## src/abu_params.svh

```systemverilog
// Register offsets, field positions and reset values of the breakpoint unit
`ifndef ABU_PARAMS_SVH
`define ABU_PARAMS_SVH
`define ABU_OFF_WAIT_STATUS   16'hFE00
`define ABU_OFF_FLAG_CLEAR    16'hFE03
`define ABU_OFF_ADDR_HIGH     16'hFE09
`define ABU_OFF_ADDR_LOW      16'hFE0A
`define ABU_OFF_STATUS_CTRL   16'hFE0B
`define ABU_BIT_MATCH_ENABLE  7
`define ABU_BIT_BREAK_ACTIVE  6
`define ABU_BIT_FLAG_CLEAR_EN 7
`define ABU_BIT_WAIT_EXIT     1
`define ABU_RST_BYTE          8'h00
`define ABU_VEC_NORMAL        16'hFFFC
`define ABU_VEC_MONITOR       16'hFEFC
`define ABU_SWI_OPCODE        8'h83
`endif

```

## src/abu_pkg.sv

```systemverilog
// Types shared by the breakpoint unit modules
package abu_pkg;
  typedef enum logic [1:0] {
    ABU_IDLE    = 2'b00,
    ABU_PENDING = 2'b01,
    ABU_IN_BRK  = 2'b10
  } abu_state_t;
endpackage : abu_pkg

```

## src/abu_match_if.sv

```systemverilog
// Compare path between register file and match logic
interface abu_match_if;
  logic [15:0] brk_addr;
  logic        enable;
  logic        hit;
  modport regs (output brk_addr, output enable, input hit);
  modport cmp  (input brk_addr, input enable, output hit);
endinterface : abu_match_if

```

## src/abu_comparator.sv

```systemverilog
// Sixteen bit address comparator with registered hit
`include "abu_params.svh"
module abu_comparator
  import abu_pkg::*;
(
  input  wire logic        clk,        // Bus clock
  input  wire logic        reset,      // Sync reset
  input  wire logic [15:0] cpu_addr,   // CPU generated address
  input  wire logic        addr_valid, // Address bus advancing
  abu_match_if.cmp         m           // Match port
);
  typedef struct packed { logic hit; } abu_cmp_st_t;
  abu_cmp_st_t s_q, s_d;
  always_comb begin
    s_d = s_q;
    // Full sixteen bits, gated by enable and bus activity
    s_d.hit = m.enable && addr_valid && (cpu_addr == m.brk_addr);
    if (reset) begin
      s_d.hit = 1'b0;
    end
  end
  always_ff @(posedge clk) begin
    s_q <= s_d;
  end
  assign m.hit = s_q.hit;
endmodule : abu_comparator

```

## src/abu_break_unit.sv

```systemverilog
// Address breakpoint unit: registers, break sequencing and side effects
// Overview of operation
// Enabled match of CPU address with break address requests break, sets active
// Comparison covers all sixteen bits from high and low address bytes
// Break makes CPU load interrupt opcode, vector normal or monitor pair
// Match on opcode address holds that instruction until routine completes; code ignores cpu_opcode_fetch and lets it finish as in R5
// Match on operand address lets the instruction finish before the break
// Writing one to active bit breaks before the next instruction
// Active bit set by match, cleared by written zero and by reset
// Cleared active bit with unchanged address gives no repeated break
// Software reloads address and clears active bit for repeated breaks
// Match enable is bit 7, cleared by written zero and by reset
// Address byte registers hold breakpoint bytes and reset to zero
// In break state, status flags clear only with flag clear enable
// Timer counter halts while a break is in progress
// Watchdog disabled in break while test voltage sits on reset pin
// Wait exit flag shows break ended wait; written zero clears it
// Software may decrement stacked return address after reading wait flag
// Enable kept in wait and stop; idle bus gives no break there
// Match sends breakpoint request to system integration unit
// Return from interrupt in routine ends the break state
// Unimplemented bits read zero; reserved bit writes do nothing
`include "abu_params.svh"
module abu_break_unit
  import abu_pkg::*;
(
  input  wire logic        clk,              // Bus clock 200 MHz
  input  wire logic        reset,            // Sync reset, active high
  input  wire logic [15:0] reg_addr,         // Register address
  input  wire logic [7:0]  reg_wdata,        // Register write data
  input  wire logic        reg_write,        // Write strobe
  input  wire logic        reg_read,         // Read strobe
  output logic      [7:0]  reg_rdata,        // Read data, next cycle
  input  wire logic [15:0] cpu_addr,         // CPU generated address
  input  wire logic        cpu_addr_valid,   // Address bus advancing
  input  wire logic        cpu_opcode_fetch, // Current cycle fetches opcode
  input  wire logic        cpu_instr_start,  // Next instruction begins
  input  wire logic        cpu_rti_exec,     // Return from interrupt executed
  input  wire logic        cpu_in_wait,      // CPU in wait mode
  input  wire logic        cpu_in_stop,      // CPU in stop mode
  input  wire logic        monitor_mode,     // Monitor mode latched
  input  wire logic        test_voltage_pin, // Test voltage on reset pin
  output logic             breakpoint_request, // Request to integration unit
  output logic             swi_inject,       // Load interrupt opcode now
  output logic      [7:0]  swi_opcode,       // Opcode to inject
  output logic      [15:0] break_vector,     // Vector address to fetch
  output logic             break_state,      // Break in progress
  output logic             timer_halt,       // Stop timer counter
  output logic             watchdog_disable, // Disable watchdog
  output logic             flag_clear_allow  // Peripherals may clear flags
);
  ////////////////////////////////////////////////////////////////////////////
  // State
  typedef struct packed {
    logic [7:0]  addr_high;
    logic [7:0]  addr_low;
    logic        match_enable;
    logic        break_active;
    logic        flag_clear_in_break_enable;
    logic        wait_exit_by_break_flag;
    logic        hit_armed;
    logic        hit_seen;
    abu_state_t  state;
    logic [7:0]  rdata;
    logic        inject;
    logic        tst_s1;
    logic        tst_s2;
  } abu_st_t;

  abu_st_t s_q, s_d;
  abu_match_if mif ();
  logic low_power;
  logic raw_hit;

  assign low_power = cpu_in_wait || cpu_in_stop;
  assign mif.brk_addr = {s_q.addr_high, s_q.addr_low};
  // Enable stays set in low power; addr_valid is gated off there so no hit arrives
  assign mif.enable = s_q.match_enable && s_q.hit_armed;

  abu_comparator u_cmp (
    .clk        (clk),
    .reset      (reset),
    .cpu_addr   (cpu_addr),
    .addr_valid (cpu_addr_valid && !low_power),
    .m          (mif.cmp)
  );
  assign raw_hit = mif.hit;

  ////////////////////////////////////////////////////////////////////////////
  // Next state
  always_comb begin
    s_d = s_q;
    s_d.inject = 1'b0;
    s_d.rdata = `ABU_RST_BYTE;
    // Pin level: two flops before use
    s_d.tst_s1 = test_voltage_pin;
    s_d.tst_s2 = s_q.tst_s1;

    // A hit in idle latches; opcode and operand fetches are not told apart
    if (raw_hit && s_q.state == ABU_IDLE) begin
      s_d.hit_seen = 1'b1;
    end

    if (reg_write) begin
      case (reg_addr)
        `ABU_OFF_ADDR_HIGH: begin
          s_d.addr_high = reg_wdata;
          s_d.hit_armed = 1'b1;      // New address re-arms matching
        end
        `ABU_OFF_ADDR_LOW: begin
          s_d.addr_low = reg_wdata;
          s_d.hit_armed = 1'b1;
        end
        `ABU_OFF_STATUS_CTRL: begin
          s_d.match_enable = reg_wdata[`ABU_BIT_MATCH_ENABLE];
          if (reg_wdata[`ABU_BIT_BREAK_ACTIVE]) begin
            s_d.break_active = 1'b1;
            if (s_q.state == ABU_IDLE) begin
              s_d.state = ABU_PENDING;
            end
          end else begin
            s_d.break_active = 1'b0;
          end
        end
        `ABU_OFF_FLAG_CLEAR: begin
          s_d.flag_clear_in_break_enable =
            reg_wdata[`ABU_BIT_FLAG_CLEAR_EN];
        end
        `ABU_OFF_WAIT_STATUS: begin
          // Only a written zero clears; reserved bits ignored
          if (!reg_wdata[`ABU_BIT_WAIT_EXIT]) begin
            s_d.wait_exit_by_break_flag = 1'b0;
          end
        end
        default: begin
        end
      endcase
    end

    // Match sets the active bit; set wins over a same-cycle clear
    if (raw_hit && s_q.state == ABU_IDLE) begin
      s_d.break_active = 1'b1;
      s_d.hit_armed = 1'b0; // Same address stays silent after clear
    end

    case (s_q.state)
      ABU_IDLE: begin
        if (s_q.hit_seen || raw_hit) begin
          s_d.state = ABU_PENDING;
        end
      end
      ABU_PENDING: begin
        // A pending break wakes a waiting CPU; no hit can arrive in wait
        if (cpu_in_wait) begin
          s_d.wait_exit_by_break_flag = 1'b1;
        end
        // Taken at an instruction boundary
        if (cpu_instr_start) begin
          s_d.inject = 1'b1;
          s_d.state = ABU_IN_BRK;
          s_d.hit_seen = 1'b0;
        end
      end
      ABU_IN_BRK: begin
        if (cpu_rti_exec) begin
          s_d.state = ABU_IDLE;
          s_d.hit_seen = 1'b0;
        end
      end
      default: begin
        s_d.state = ABU_IDLE;
      end
    endcase

    if (reg_read) begin
      case (reg_addr)
        `ABU_OFF_ADDR_HIGH: s_d.rdata = s_q.addr_high;
        `ABU_OFF_ADDR_LOW:  s_d.rdata = s_q.addr_low;
        `ABU_OFF_STATUS_CTRL: begin
          s_d.rdata[`ABU_BIT_MATCH_ENABLE] = s_q.match_enable;
          s_d.rdata[`ABU_BIT_BREAK_ACTIVE] = s_q.break_active;
        end
        `ABU_OFF_FLAG_CLEAR: begin
          s_d.rdata[`ABU_BIT_FLAG_CLEAR_EN] = s_q.flag_clear_in_break_enable;
        end
        `ABU_OFF_WAIT_STATUS: begin
          s_d.rdata[`ABU_BIT_WAIT_EXIT] = s_q.wait_exit_by_break_flag;
        end
        default: s_d.rdata = `ABU_RST_BYTE;
      endcase
    end

    if (reset) begin
      s_d = '0;
      s_d.hit_armed = 1'b1;
      s_d.state = ABU_IDLE;
    end
  end

  always_ff @(posedge clk) begin
    s_q <= s_d;
  end

  ////////////////////////////////////////////////////////////////////////////
  // Outputs
  assign reg_rdata = s_q.rdata;
  assign breakpoint_request = (s_q.state == ABU_PENDING);
  assign swi_inject = s_q.inject;
  assign swi_opcode = `ABU_SWI_OPCODE;
  assign break_vector = monitor_mode ? `ABU_VEC_MONITOR
                                     : `ABU_VEC_NORMAL;
  assign break_state = (s_q.state == ABU_IN_BRK);
  assign timer_halt = break_state;
  assign watchdog_disable = break_state && s_q.tst_s2;
  // Outside a break flags always clear normally
  assign flag_clear_allow = !break_state || s_q.flag_clear_in_break_enable;
endmodule : abu_break_unit

```

## config.mk

```make
export PLATFORM = sky130hd
export DESIGN_NAME = abu_break_unit
export DESIGN_NICKNAME = d
export VERILOG_FILES = /design/src/abu_pkg.sv /design/src/abu_match_if.sv /design/src/abu_comparator.sv /design/src/abu_break_unit.sv
export VERILOG_INCLUDE_DIRS = /design/src
export SDC_FILE = /design/constraint.sdc
export NUM_CORES = 1
export LEC_CHECK = 0
export ABC_AREA = 0
export BUFFER_PORTS_ARGS = -buffer_cell sky130_fd_sc_hd__buf_2
export CAP_MARGIN = 15
export CORE_MARGIN = 3
export CORE_UTILIZATION = 34
export DETAILED_ROUTE_END_ITERATION = 12
export HOLD_SLACK_MARGIN = 0.06
export PLACE_DENSITY_LB_ADDON = 0.2
export RECOVER_POWER = 100
export SYNTH_ARGS = -nofsm -noshare
export SYNTH_HDL_FRONTEND = slang
export SYNTH_SLANG_ARGS = --single-unit
export TNS_END_PERCENT = 100
```

## constraint.sdc

```tcl
create_clock -name clk -period 1.8 [get_ports clk]
set_input_delay 0.09 -clock clk [delete_from_list [all_inputs] [get_ports clk]]
set_output_delay 0.09 -clock clk [all_outputs]
set_load 0.05 [all_outputs]
```

## Word-level counts from Yosys, hierarchy flattened

Cells that the tools add are included.

- Flip-flop bits (word level): 36
- Output and inout bits: 38
- Bits of input ports: 52

- Reduce and logical (&&, ||, !) cells: 24
- Eq/ne operators: 8
- Bitwise gates (word level): 2
- Multiplexer cells: 28

Operators by type and width:

| cell | number |
|---|---|
| == test 16 bit, second input constant | 5 |
| == test 16 bit | 1 |
| 2-to-1 mux 1 bit | 12 |
| AND reduction 2 bit | 6 |
| 2-to-1 mux 2 bit | 5 |
| 2-to-1 mux 9 bit | 1 |
| one-hot mux 4 bit (2 select lines) | 1 |
| logical AND 1 bit | 6 |
| 2-to-1 mux 3 bit | 2 |
| one-hot mux 1 bit (3 select lines) | 2 |
| one-hot mux 2 bit (3 select lines) | 1 |
| nonzero test 2 bit | 3 |
| OR reduction 2 bit | 3 |
| 2-to-1 mux 4 bit | 1 |
| one-hot mux 1 bit (2 select lines) | 2 |
| one-hot mux 1 bit (4 select lines) | 1 |
| logical OR 1 bit | 3 |
| == test 2 x 1 -> 1 bit, second input constant | 1 |
| == test 2 bit, second input constant | 1 |
| zero test 1 bit | 2 |
| zero test 2 bit | 1 |
| inverter 1 bit | 2 |

## Depth between registers and ports, before layout

Gate-level depths: netlist of the first run.

- Word-level depth: 7
- Depth in mapped cells: 6
- Gate-level depth less buffers: 6

## Modules after synthesis

Synthesis of the first run repeated with hierarchy kept, for this count alone.

- Cells, all modules: 251
- Area, all modules: 2079.5 um2

Modules (own cells, without submodules):

| module | cells each | seq. area each (um2) | times used | area an instance (um2) |
|---|---|---|---|---|
| abu_break_unit | 227 | 700.7 | 1 | 1873.0 |
| abu_comparator | 24 | 20.0 | 1 | 206.4 |

## Worst setup path before layout of the first run

No wires, ideal clock.

- Path kind: register to register
- From: reg s_q[11] (netlist bit)
- To: reg s_q[12] (netlist bit)
- Clock period less this slack: 1.791 ns
- Path buffers: 0
- Setup slack: 0.009 ns
- Arrival time: 1.717 ns
- Data required time: 1.726 ns
- Cell stages (with the launch flop): 7
- Cell sequence: dfxtp_1 inv_1 ha_1 nor2b_1 a211oi_1 a2111o_1 a31oi_1

- Elaborated cells on any way between the ends: 11
- Those cells by class: 2 x eq/ne; 8 x mux; 1 x reduce/logical

RTL lines:

| item | line | RTL |
|---|---|---|
| from (decl) | abu_break_unit.sv:70 | `abu_st_t s_q, s_d;` |
| from (signal assigned) | abu_break_unit.sv:201 | `s_q <= s_d;` |
| == test 2 bit | -- |  |
| named net break_state | abu_break_unit.sv:47 | `output logic break_state,` |
| one-hot mux 2 bit (3 select lines) | abu_break_unit.sv:146 | `case (s_q.state)` |

The timed path passes the listed nets, and every way through them passes these cells.
A chain may end at the register's enable or synchronous reset.

## Final worst setup path of the first run

- From: in reg_addr[7]
- To: reg s_q (netlist bit mif.brk_addr[9])

- Longest elaborated chain between the ends: 2

Ends and longest elaborated chain:

| item | line | RTL |
|---|---|---|
| from (decl) | abu_break_unit.sv:29 | `input wire logic [15:0] reg_addr,` |
| == test 16 bit | abu_break_unit.sv:105 | `case (reg_addr)` |
| AND reduction 2 bit (no source line) | -- |  |

No other way between the ends.

==> flow_metrics.py, run 1 <==
metrics = {
    "cts": {
        "cts_tree": "done",
        "cts_resized": 0,
        "insertion_delay_ns": 0.29,
        "clk_pin_slew_ns": 0.07,
        "cts.root.buffer_cell": "clkbuf_8",
        "clk_path_buf_depth": 2,
        "cts.sink_count": 36,
        "htree_levels": 2,
        "cts_setup_buffers": 0,
        "ctsHoldBuffers": 3,
        "cts_buffers": 5,
    },
    "sta": {
        "max_freq_mhz": 597,
        "finalHoldViolations": 0,
        "fin_skew_ns": 0.00480,
        "fin_crit_ns": 1.67,
        "slew_violations": 0,
        "tns_ns": 0,
        "rsz0062_at_grt": "no",
        "setup_viol": 0,
        "final.period_utilization": 0.931,
        "slew_headroom": 0.602,
        "worst_pin_slew_ns": 0.600,
    },
    "floorplanning": {
        "die_y_um": 84.7,
        "dieWidth_um": 84.7,
        "die-area_um2": 7170,
        "start_util": 0.354,
        "rows": 28,
        "pin_count": 90,
        "coreArea_um2": 5960,
    },
    "routing": {
        "vias": 1952,
        "routed_wirelength_mm": 5.38,
        "initialDrtViolationCount": 120,
        "dr.pass1.iters": 4,
        "drc": 0,
        "ant_nets": 0,
        "avgViaCountPerCell": 4.99,
        "wl_per_cell_um": 13.8,
    },
    "placed_design": {
        "place_area_um2": 2390,
        "placedCellCount": 380,
        "io_buffers": 65,
        "gp_congestion": 0.832,
        "place_hpwl_mm": 3.99,
    },
    "synthesis": {
        "synthAdderAreaFrac": 0.0238,
        "yosysTopAreaCellShare": 0.342,
        "async_reset_ff_frac": 0,
        "yosysTopAreaCell": "dfxtp_1",
        "synth.area.mux_share": 0.0101,
        "synth-xor-area-share": 0.0665,
        "synth_compound_area_frac": 0.177,
        "syn_avg_cell_area_um2": 8.42,
        "synth_ff_type": "dfxtp_1",
        "seq_area_frac_synth": 0.342,
        "yosys-top-cells-area": "dfxtp_1, buf_4, nand3_1",
        "ys_seq_elements": 36,
        "syn_inst": 250,
        "syn_area_um2": 2110,
        "synthSimpleGateAreaFrac": 0.222,
        "ys_types": 46,
        "synth_top_family_by_area": "simple AND/OR/NAND/NOR gates",
        "synth_edf_count": 0,
        "yosysWarnings": 0,
    },
    "pwr": {
        "p_comb_frac": 0.146,
        "p_leak_uw": 0.00101,
        "net-switching-power_uw": 479,
        "p_int_uw": 1280,
        "p_per_area_nw_per_um2": 707,
        "p_sw_frac": 0.272,
        "pwr-share-seq": 0.453,
        "peakVddDrop_mv": 0.314,
        "finalPower_uw": 1760,
        "clock_power_share": 0.401,
    },
    "setup_path": {
        "cp_max_fo": 10,
        "timing.critical_path.arrival_ns": 1.84,
        "worst_setup_path_start_kind": "input pin",
        "critical_path_required_ns": 1.96,
        "worstSetupPathType": "in -> reg",
        "endpoint_kind": "register",
    },
    "cells_and_area": {
        "multi_input_area_um2": 1120,
        "fillerInstances": 652,
        "drive_gt1_frac": 0.234,
        "diodes": 0,
        "finalNonFillerCells": 391,
        "final_common_cell": "buf_2",
        "final_cell_mix": "buf_2, dfxtp_1, nand3_1, conb_1, a21oi_1",
        "fin_util": 0.418,
        "area_growth_pct": 18.2,
        "seq_area_um2": 721,
        "final_area_um2": 2490,
        "nNetsFinal": 371,
    },
    "global_routing": {
        "grt_pass1_vias": 1845,
        "grt_overflow": 0,
        "grt_util_all_layers": 0.152,
        "grt_pass1_wl_mm": 8.85,
        "grt_antenna_before_repair": 0,
        "grt_max_degree": 30,
    },
    "outcome": {
        "status": "completed",
    },
    "flow_run": {
        "drv_cap": 0,
    },
    "hold_path": {
        "hold_class": "in -> reg",
    },
}
[synthesized netlist by cell type (2+ instances only)]
library cell	count
a211o_1	2
a211oi_1	2
a21oi_1	22
a22o_1	6
a22oi_1	2
a31oi_1	3
and2_1	3
and3_1	3
buf_2	3
buf_4	32
buf_6	2
clkbuf_1	5
conb_1	2
dfxtp_1	36
ha_1	4
inv_1	7
nand2_1	7
nand2b_1	5
nand3_1	23
nand3b_1	2
nand4_1	4
nand4b_1	2
nor2_1	8
nor2b_1	5
nor3_1	2
nor4_1	5
o21ai_0	2
o21ai_1	18
or4_4	2
xnor2_1	12
xor2_1	4
[worst max-delay path, stage by stage]
cell	delay, ns
buf_2	0.09
or4_4	0.57
or4_1	0.76
o21ai_0	0.24
a21oi_1	0.09
[metrics by stage]
| stage | hold WS (ns) | setup slack (ns) |
|---|---|---|
| after floorplan | 0.218 | 0.00924 |
| after global placement | 0.305 | -0.00419 |
| after detailed placement | 0.312 | -0.0207 |
| after CTS | 0.0644 | 0.140 |
| after global routing | 0.0697 | 0.0378 |
| final | 0.0641 | 0.125 |
[power groups by stage]
| stage | Clock [uW] | Sequential (uW) | Combinational [uW] |
|---|---|---|---|
| finish | 705 | 798 | 257 |
| global route | 754 | 798 | 274 |
| CTS | 713 | 798 | 256 |
| detailed placement | 0 | 817 | 251 |
| global placement | 0 | 817 | 248 |
| floorplan | 0 | 817 | 207 |
[flip-flops by register name (all words and copies together) (netlist names)]
register      flops
mif.brk_addr     16
reg_rdata         8
u_cmp.m.hit       1
swi_inject        1
s_q              10
[area by class of cell]
class,instances,share of cell area
multi-input combinational,185,0.451
sequential,36,0.289
timing repair buffer,80,0.168
tap,75,0.0377
clock buffer,6,0.0291
clock inverter,2,0.0141
inverter,7,0.0106
[worst paths after layout]
check | start | to | slack (ns) | cells past startpoint
worst max register to register | mif.brk_addr[9]$_SDFFE_PP0P_ | u_cmp.m.hit$_SDFF_PP0_ | 0.14 | 4
worst min register to register | s_q[1]$_SDFF_PP0_ | s_q[0]$_SDFF_PP0_ | 0.44 | 1
worst min-delay path | reg_wdata[0] | mif.brk_addr[0]$_SDFFE_PP0P_ | 0.06 | 3
worst max-delay path | reg_addr[7] | mif.brk_addr[9]$_SDFFE_PP0P_ | 0.13 | 5
[cell families after synthesis]
| logic type | after synthesis |
|---|---|
| simple gates | 78 |
| flops | 36 |
| xor+xnor | 16 |
| compound gates | 62 |
| mux | 2 |
| other cells | 2 |
| buf+inv | 50 |
| fa+ha+maj | 4 |
[per-layer routing]
metal / share of wire / track usage / up-vias / wire [um]
met4: 0.019 / 0.0561 / 0 / 102
li1: - / - / 961 / -
met5: 0 / 0 / - / 0
met2: 0.44 / 0.232 / 83 / 2380
met3: 0.075 / 0.0334 / 15 / 402
met1: 0.46 / 0.211 / 893 / 2490
Note: power is estimated with default switching activity, not from simulation.
==> run 2: changes to the inputs <==
--- a/config.mk
+++ b/config.mk
@@ -9,8 +9,10 @@
 export ABC_AREA = 0
 export BUFFER_PORTS_ARGS = -buffer_cell sky130_fd_sc_hd__buf_2
 export CAP_MARGIN = 15
+export CORE_ASPECT_RATIO = 0.75
 export CORE_MARGIN = 3
-export CORE_UTILIZATION = 34
+export CORE_UTILIZATION = 36
+export CTS_BUF_LIST = sky130_fd_sc_hd__clkbuf_2
 export DETAILED_ROUTE_END_ITERATION = 12
 export HOLD_SLACK_MARGIN = 0.06
 export PLACE_DENSITY_LB_ADDON = 0.2
==> run 2 against run 1 <==
Routed wire length up 5.6%. Setup slack got worse by 0.069 ns. Critical path depth grew 2. Design area is 4.6% higher. Die area down 5.0%. Largest cell class unchanged.
==> flow_metrics.py, run 2 (synthesis results as in run 1) <==
metrics = {
    "outcome": {
        "status": "completed",
    },
    "cells_and_area": {
        "drive_gt1_frac": 0.228,
        "fillerInstances": 574,
        "area_growth_pct": 23.7,
        "final_cell_mix": "buf_2, dfxtp_1, nand3_1, conb_1, a21oi_1",
        "final_area_um2": 2610,
        "seq_area_um2": 721,
        "finalNonFillerCells": 409,
        "largest_register_ffs": 16,
        "final_common_cell": "buf_2",
        "multi_input_area_um2": 1130,
        "fin_util": 0.474,
        "nNetsFinal": 389,
        "diodes": 0,
    },
    "global_routing": {
        "grt_pass1_wl_mm": 9.05,
        "grt_max_degree": 29,
        "grt_util_all_layers": 0.170,
        "grt_overflow": 0,
        "grt_antenna_before_repair": 0,
        "grt_pass1_vias": 1844,
    },
    "cts": {
        "cts_tree": "done",
        "htree_levels": 2,
        "cts_buffers": 5,
        "cts.sink_count": 36,
        "cts_resized": 0,
        "clk_pin_slew_ns": 0.19,
        "cts.root.buffer_cell": "clkbuf_2",
        "clk_path_buf_depth": 2,
        "insertion_delay_ns": 0.38,
    },
    "setup_path": {
        "crit_chain": "buf_2 -> or4_1 -> nor4_1 -> clkbuf_1 -> and3_1 -> clkbuf_1 -> a22o_1",
        "reg2reg_to": "u_cmp.m.hit$_SDFF_PP0_",
        "cpMaxStageDelayCell": "or4_1",
        "rr_worst_depth": 4,
        "max_stage_delay_ns": 0.66,
        "cp_max_fo": 7,
        "cp_common_cell": "clkbuf_1",
        "endpoint_kind": "register",
        "worst_setup_path_start_kind": "input pin",
        "reg2reg_from": "mif.brk_addr[8]$_SDFFE_PP0P_",
        "critical_path_required_ns": 2.14,
        "timing.critical_path.arrival_ns": 2.08,
        "worstSetupPathType": "in -> reg",
        "r2r_slack_ns": 0.07,
    },
    "routing": {
        "initialDrtViolationCount": 151,
        "ant_nets": 0,
        "avgViaCountPerCell": 4.94,
        "vias": 2020,
        "wl_per_cell_um": 13.9,
        "routed_wirelength_mm": 5.68,
        "drc": 0,
        "dr.pass1.iters": 4,
    },
    "floorplanning": {
        "die_y_um": 72.2,
        "rows": 23,
        "pin_count": 90,
        "die-area_um2": 6810,
        "start_util": 0.383,
        "dieWidth_um": 94.3,
        "coreArea_um2": 5500,
    },
    "pwr": {
        "p_leak_uw": 0.00106,
        "p_per_area_nw_per_um2": 554,
        "peakVddDrop_mv": 0.214,
        "finalPower_uw": 1440,
    },
    "placed_design": {
        "place_area_um2": 2400,
        "place_hpwl_mm": 4.18,
        "gp_congestion": 0.822,
        "placedCellCount": 381,
        "io_buffers": 65,
    },
    "hold_path": {
        "hold_depth": 3,
        "hold_start": "reg_addr[1]",
        "hold_class": "in -> reg",
        "whs_endpoint": "s_q[16]$_SDFFE_PP0P_",
    },
    "sta": {
        "fin_skew_ns": 0.0140,
        "tns_ns": 0,
        "slew_headroom": 0.596,
        "finalHoldViolations": 0,
        "final.period_utilization": 0.969,
        "worst_pin_slew_ns": 0.606,
        "max_freq_mhz": 574,
        "rsz0062_at_grt": "no",
        "slew_violations": 0,
        "fin_crit_ns": 1.74,
        "setup_viol": 0,
    },
    "flow_run": {
        "drv_cap": 0,
    },
}
[run 2: per-stage QoR]
step / hold WS (ns) / worst slack, ns
after floorplan: 0.218 / 0.00924
after global placement: 0.300 / -0.0406
after detailed placement: 0.309 / -0.0352
after CTS: 0.0640 / 0.0504
after global routing: 0.0822 / 0.00271
final: 0.0861 / 0.0564
[run 2: worst max-delay path by stage]
| stage | startpoint | slack (ns) | end |
|---|---|---|---|
| 2_1_floorplan | s_q[11]$_SDFF_PP0_ | 0.009 | s_q[12]$_SDFF_PP0_ |
| 3_3_place_gp | reg_addr[7] | -0.04 | s_q[17]$_SDFFE_PP0P_ |
| 3_5_place_dp | reg_addr[7] | -0.04 | s_q[17]$_SDFFE_PP0P_ |
| 4_1_cts | mif.brk_addr[12]$_SDFFE_PP0P_ | 0.05 | u_cmp.m.hit$_SDFF_PP0_ |
| 5_1_grt | reg_addr[7] | 0.003 | reg_rdata[0]$_SDFF_PP0_ |
| 6_report | reg_addr[7] | 0.06 | reg_rdata[2]$_SDFF_PP0_ |
[run 2: repair_timing]
action	CTS	global route
buffers inserted	0	0
hold endpoints to repair	24	0
hold buffers	20	0
[run 2: layout make-up]
cell class	count	area share
clock buffer	5	0.00961
clock inverter	3	0.00528
inverter	7	0.0101
multi-input combinational	185	0.434
sequential	36	0.277
tap	75	0.0360
timing repair buffer	98	0.229
[run 2: layer usage]
layer / track usage / wire length [um] / vias to the layer above
met1: 0.256 / 2680 / 909
met5: 0 / 0 / -
met3: 0.0373 / 535 / 9
met2: 0.237 / 2370 / 106
met4: 0.0593 / 103 / 0
li1: - / - / 996
[run 2: report_power, final]
group / total [uW] / internal (uW) / switching (uW)
logic: 278 / 90.0 / 188
clock network: 364 / 87.3 / 277
registers: 801 / 800 / 0.283
[run 2: critical path, delay by kind of cell]
| kind | cells | cell delay (ns) |
|---|---|---|
| AOI/OAI and AO/OA | 1 | 0.18 |
| buffers and inverters | 3 | 0.57 |
| and+or+nand+nor | 3 | 1.24 |
==> run 3: changes to the inputs <==
--- a/config.mk
+++ b/config.mk
@@ -17,6 +17,7 @@
 export HOLD_SLACK_MARGIN = 0.06
 export PLACE_DENSITY_LB_ADDON = 0.2
 export RECOVER_POWER = 100
+export SETUP_SLACK_MARGIN = 0.3
 export SYNTH_ARGS = -nofsm -noshare
 export SYNTH_HDL_FRONTEND = slang
 export SYNTH_SLANG_ARGS = --single-unit
==> run 3 against run 2 <==
Routed wire length rose by 1.9%. Cell count unchanged. Setup slack gained 0.20 ns. Power increased by 0.71%. Non-clock buffer count stayed put. Largest cell class unchanged. Via count decreased by 0.15%. Critical path depth fell by 4. Die area unchanged. Clock skew increased by 0.0025 ns. Core utilization rose by 1.5 points. Design area grew 3.2%.
==> flow_metrics.py, run 3 (synthesis results as in run 1) <==
metrics = {
    "cts": {
        "htree_levels": 2,
        "clk_pin_slew_ns": 0.19,
        "cts_buffers": 5,
        "cts.root.buffer_cell": "clkbuf_2",
        "insertion_delay_ns": 0.38,
        "clk_path_buf_depth": 2,
        "cts_tree": "done",
        "cts.sink_count": 36,
    },
    "sta": {
        "tns_ns": 0,
        "fin_crit_ns": 1.54,
        "rsz0062_at_grt": "no",
        "finalHoldViolations": 0,
        "slew_headroom": 0.595,
        "final.period_utilization": 0.856,
        "slew_violations": 0,
        "max_freq_mhz": 649,
        "worst_pin_slew_ns": 0.610,
        "setup_viol": 0,
        "fin_skew_ns": 0.0166,
    },
    "pwr": {
        "p_sw_frac": 0.311,
        "p_comb_frac": 0.198,
        "p_per_area_nw_per_um2": 541,
        "peakVddDrop_mv": 0.190,
        "p_int_uw": 1000,
        "net-switching-power_uw": 452,
        "p_leak_uw": 0.00108,
        "clock_power_share": 0.252,
        "pwr-share-seq": 0.550,
    },
    "floorplanning": {
        "dieWidth_um": 94.3,
        "die_y_um": 72.2,
        "coreArea_um2": 5500,
        "die-area_um2": 6810,
        "pin_count": 90,
        "rows": 23,
        "start_util": 0.383,
    },
    "routing": {
        "wl_met2_mm": 2.50,
        "wl_met1_mm": 2.73,
        "initialDrtViolationCount": 195,
        "routed_wirelength_mm": 5.79,
        "routed.top_layer": "met4",
        "wl_per_cell_um": 14.2,
        "vias": 2017,
        "wl_met3_um": 515,
        "dr.pass1.iters": 4,
        "avgViaCountPerCell": 4.93,
        "drc": 0,
        "ant_nets": 0,
    },
    "setup_path": {
        "worstSetupPathType": "reg -> out",
        "reg2reg_from": "mif.brk_addr[9]$_SDFFE_PP0P_",
        "worst_setup_path_start_kind": "register",
        "reg2reg_to": "u_cmp.m.hit$_SDFF_PP0_",
        "rr_worst_depth": 4,
        "cp_max_fo": 6,
        "timing.critical_path.arrival_ns": 1.45,
        "endpoint_kind": "output port",
        "critical_path_required_ns": 1.71,
        "r2r_slack_ns": 0.34,
    },
    "cells_and_area": {
        "final_common_cell": "buf_2",
        "largest_register_ffs": 16,
        "diodes": 0,
        "final_cell_mix": "buf_2, dfxtp_1, nand3_1, conb_1, dlygate4sd3_1",
        "finalNonFillerCells": 409,
        "drive_gt1_frac": 0.249,
        "nNetsFinal": 389,
        "area_growth_pct": 27.6,
    },
    "placed_design": {
        "gp_congestion": 0.772,
        "place_hpwl_mm": 4.13,
        "placedCellCount": 376,
        "io_buffers": 65,
    },
    "global_routing": {
        "grt_pass1_wl_mm": 8.89,
        "grt_antenna_before_repair": 0,
        "grt_overflow": 0,
        "grt_max_degree": 30,
        "grt_util_all_layers": 0.168,
        "grt_pass1_vias": 1785,
    },
    "hold_path": {
        "whs_endpoint": "u_cmp.m.hit$_SDFF_PP0_",
        "hold_start": "cpu_addr[3]",
        "hold_class": "in -> reg",
        "hold_depth": 4,
    },
    "flow_run": {
        "drv_cap": 0,
    },
    "outcome": {
        "status": "completed",
    },
}
## run 3: changes by cell type in the layout (fill, tap and decap cells not counted), sizes merged
cell,change
clkinv,-2
clkbuf,-2
dlygate4sd3,+3
buf,+1
## run 3: area by class of cell
class                      instances  area (um^2)
fill                             567         2810
multi-input combinational        185         1190
sequential                        36          726
timing repair buffer              98          608
tap                               75         93.8
clock buffer                       7         35.0
inverter                           7         28.8
clock inverter                     1         3.75
## run 3: worst max-delay path by stage
stage	startpoint	to	slack [ns]
2_1_floorplan	reg_addr[7]	reg_rdata[0]$_SDFF_PP0_	0.18
3_3_place_gp	reg_addr[7]	reg_rdata[0]$_SDFF_PP0_	-0.03
3_5_place_dp	reg_addr[7]	reg_rdata[4]$_SDFF_PP0_	0.01
4_1_cts	s_q[11]$_SDFF_PP0_	s_q[12]$_SDFF_PP0_	0.33
5_1_grt	s_q[11]$_SDFF_PP0_	timer_halt	0.20
6_report	s_q[11]$_SDFF_PP0_	timer_halt	0.26
## run 3: per-stage QoR
step	power (uW)	hold slack [ns]	utilization	area (um^2)	setup WS, ns
CTS	1460	0.0616	0.486	2670	0.330
global placement	1070	0.311	0.436	2400	-0.0251
detailed placement	1070	0.306	0.436	2400	0.0107
floorplan	1020	0.218	-	2220	0.184
finish	1450	0.0655	0.489	2690	0.258
global route	1520	0.0684	0.489	2690	0.198
## run 3: worst max-delay path, cell delays in order (launching register included)
cell and delay (ns):
dfxtp_4 0.39, inv_4 0.06, ha_4 0.16, clkbuf_1 0.48
## run 3: power by group through the flow
stage          Sequential [uW]  Combinational, uW  Clock, uW
4_1_cts                    800                288        375
3_3_place_gp               817                248          0
5_1_grt                    800                307        410
2_1_floorplan              817                207          0
3_5_place_dp               817                249          0
6_report                   799                288        366
## run 3: layer usage
| layer | vias to the layer above | GRT usage |
|---|---|---|
| met5 | - | 0 |
| met4 | 0 | 0.0385 |
| met3 | 5 | 0.0342 |
| met2 | 97 | 0.242 |
| met1 | 910 | 0.255 |
| li1 | 1005 | - |
## run 3: repair_timing
item / CTS / global route
gates resized for setup: 5 / 11
hold endpoints to repair: 24 / 1
pin swaps: 1 / 1
buffers inserted: 0 / 2
hold buffers: 22 / 1
endpoints found under the setup margin: 5 / 9
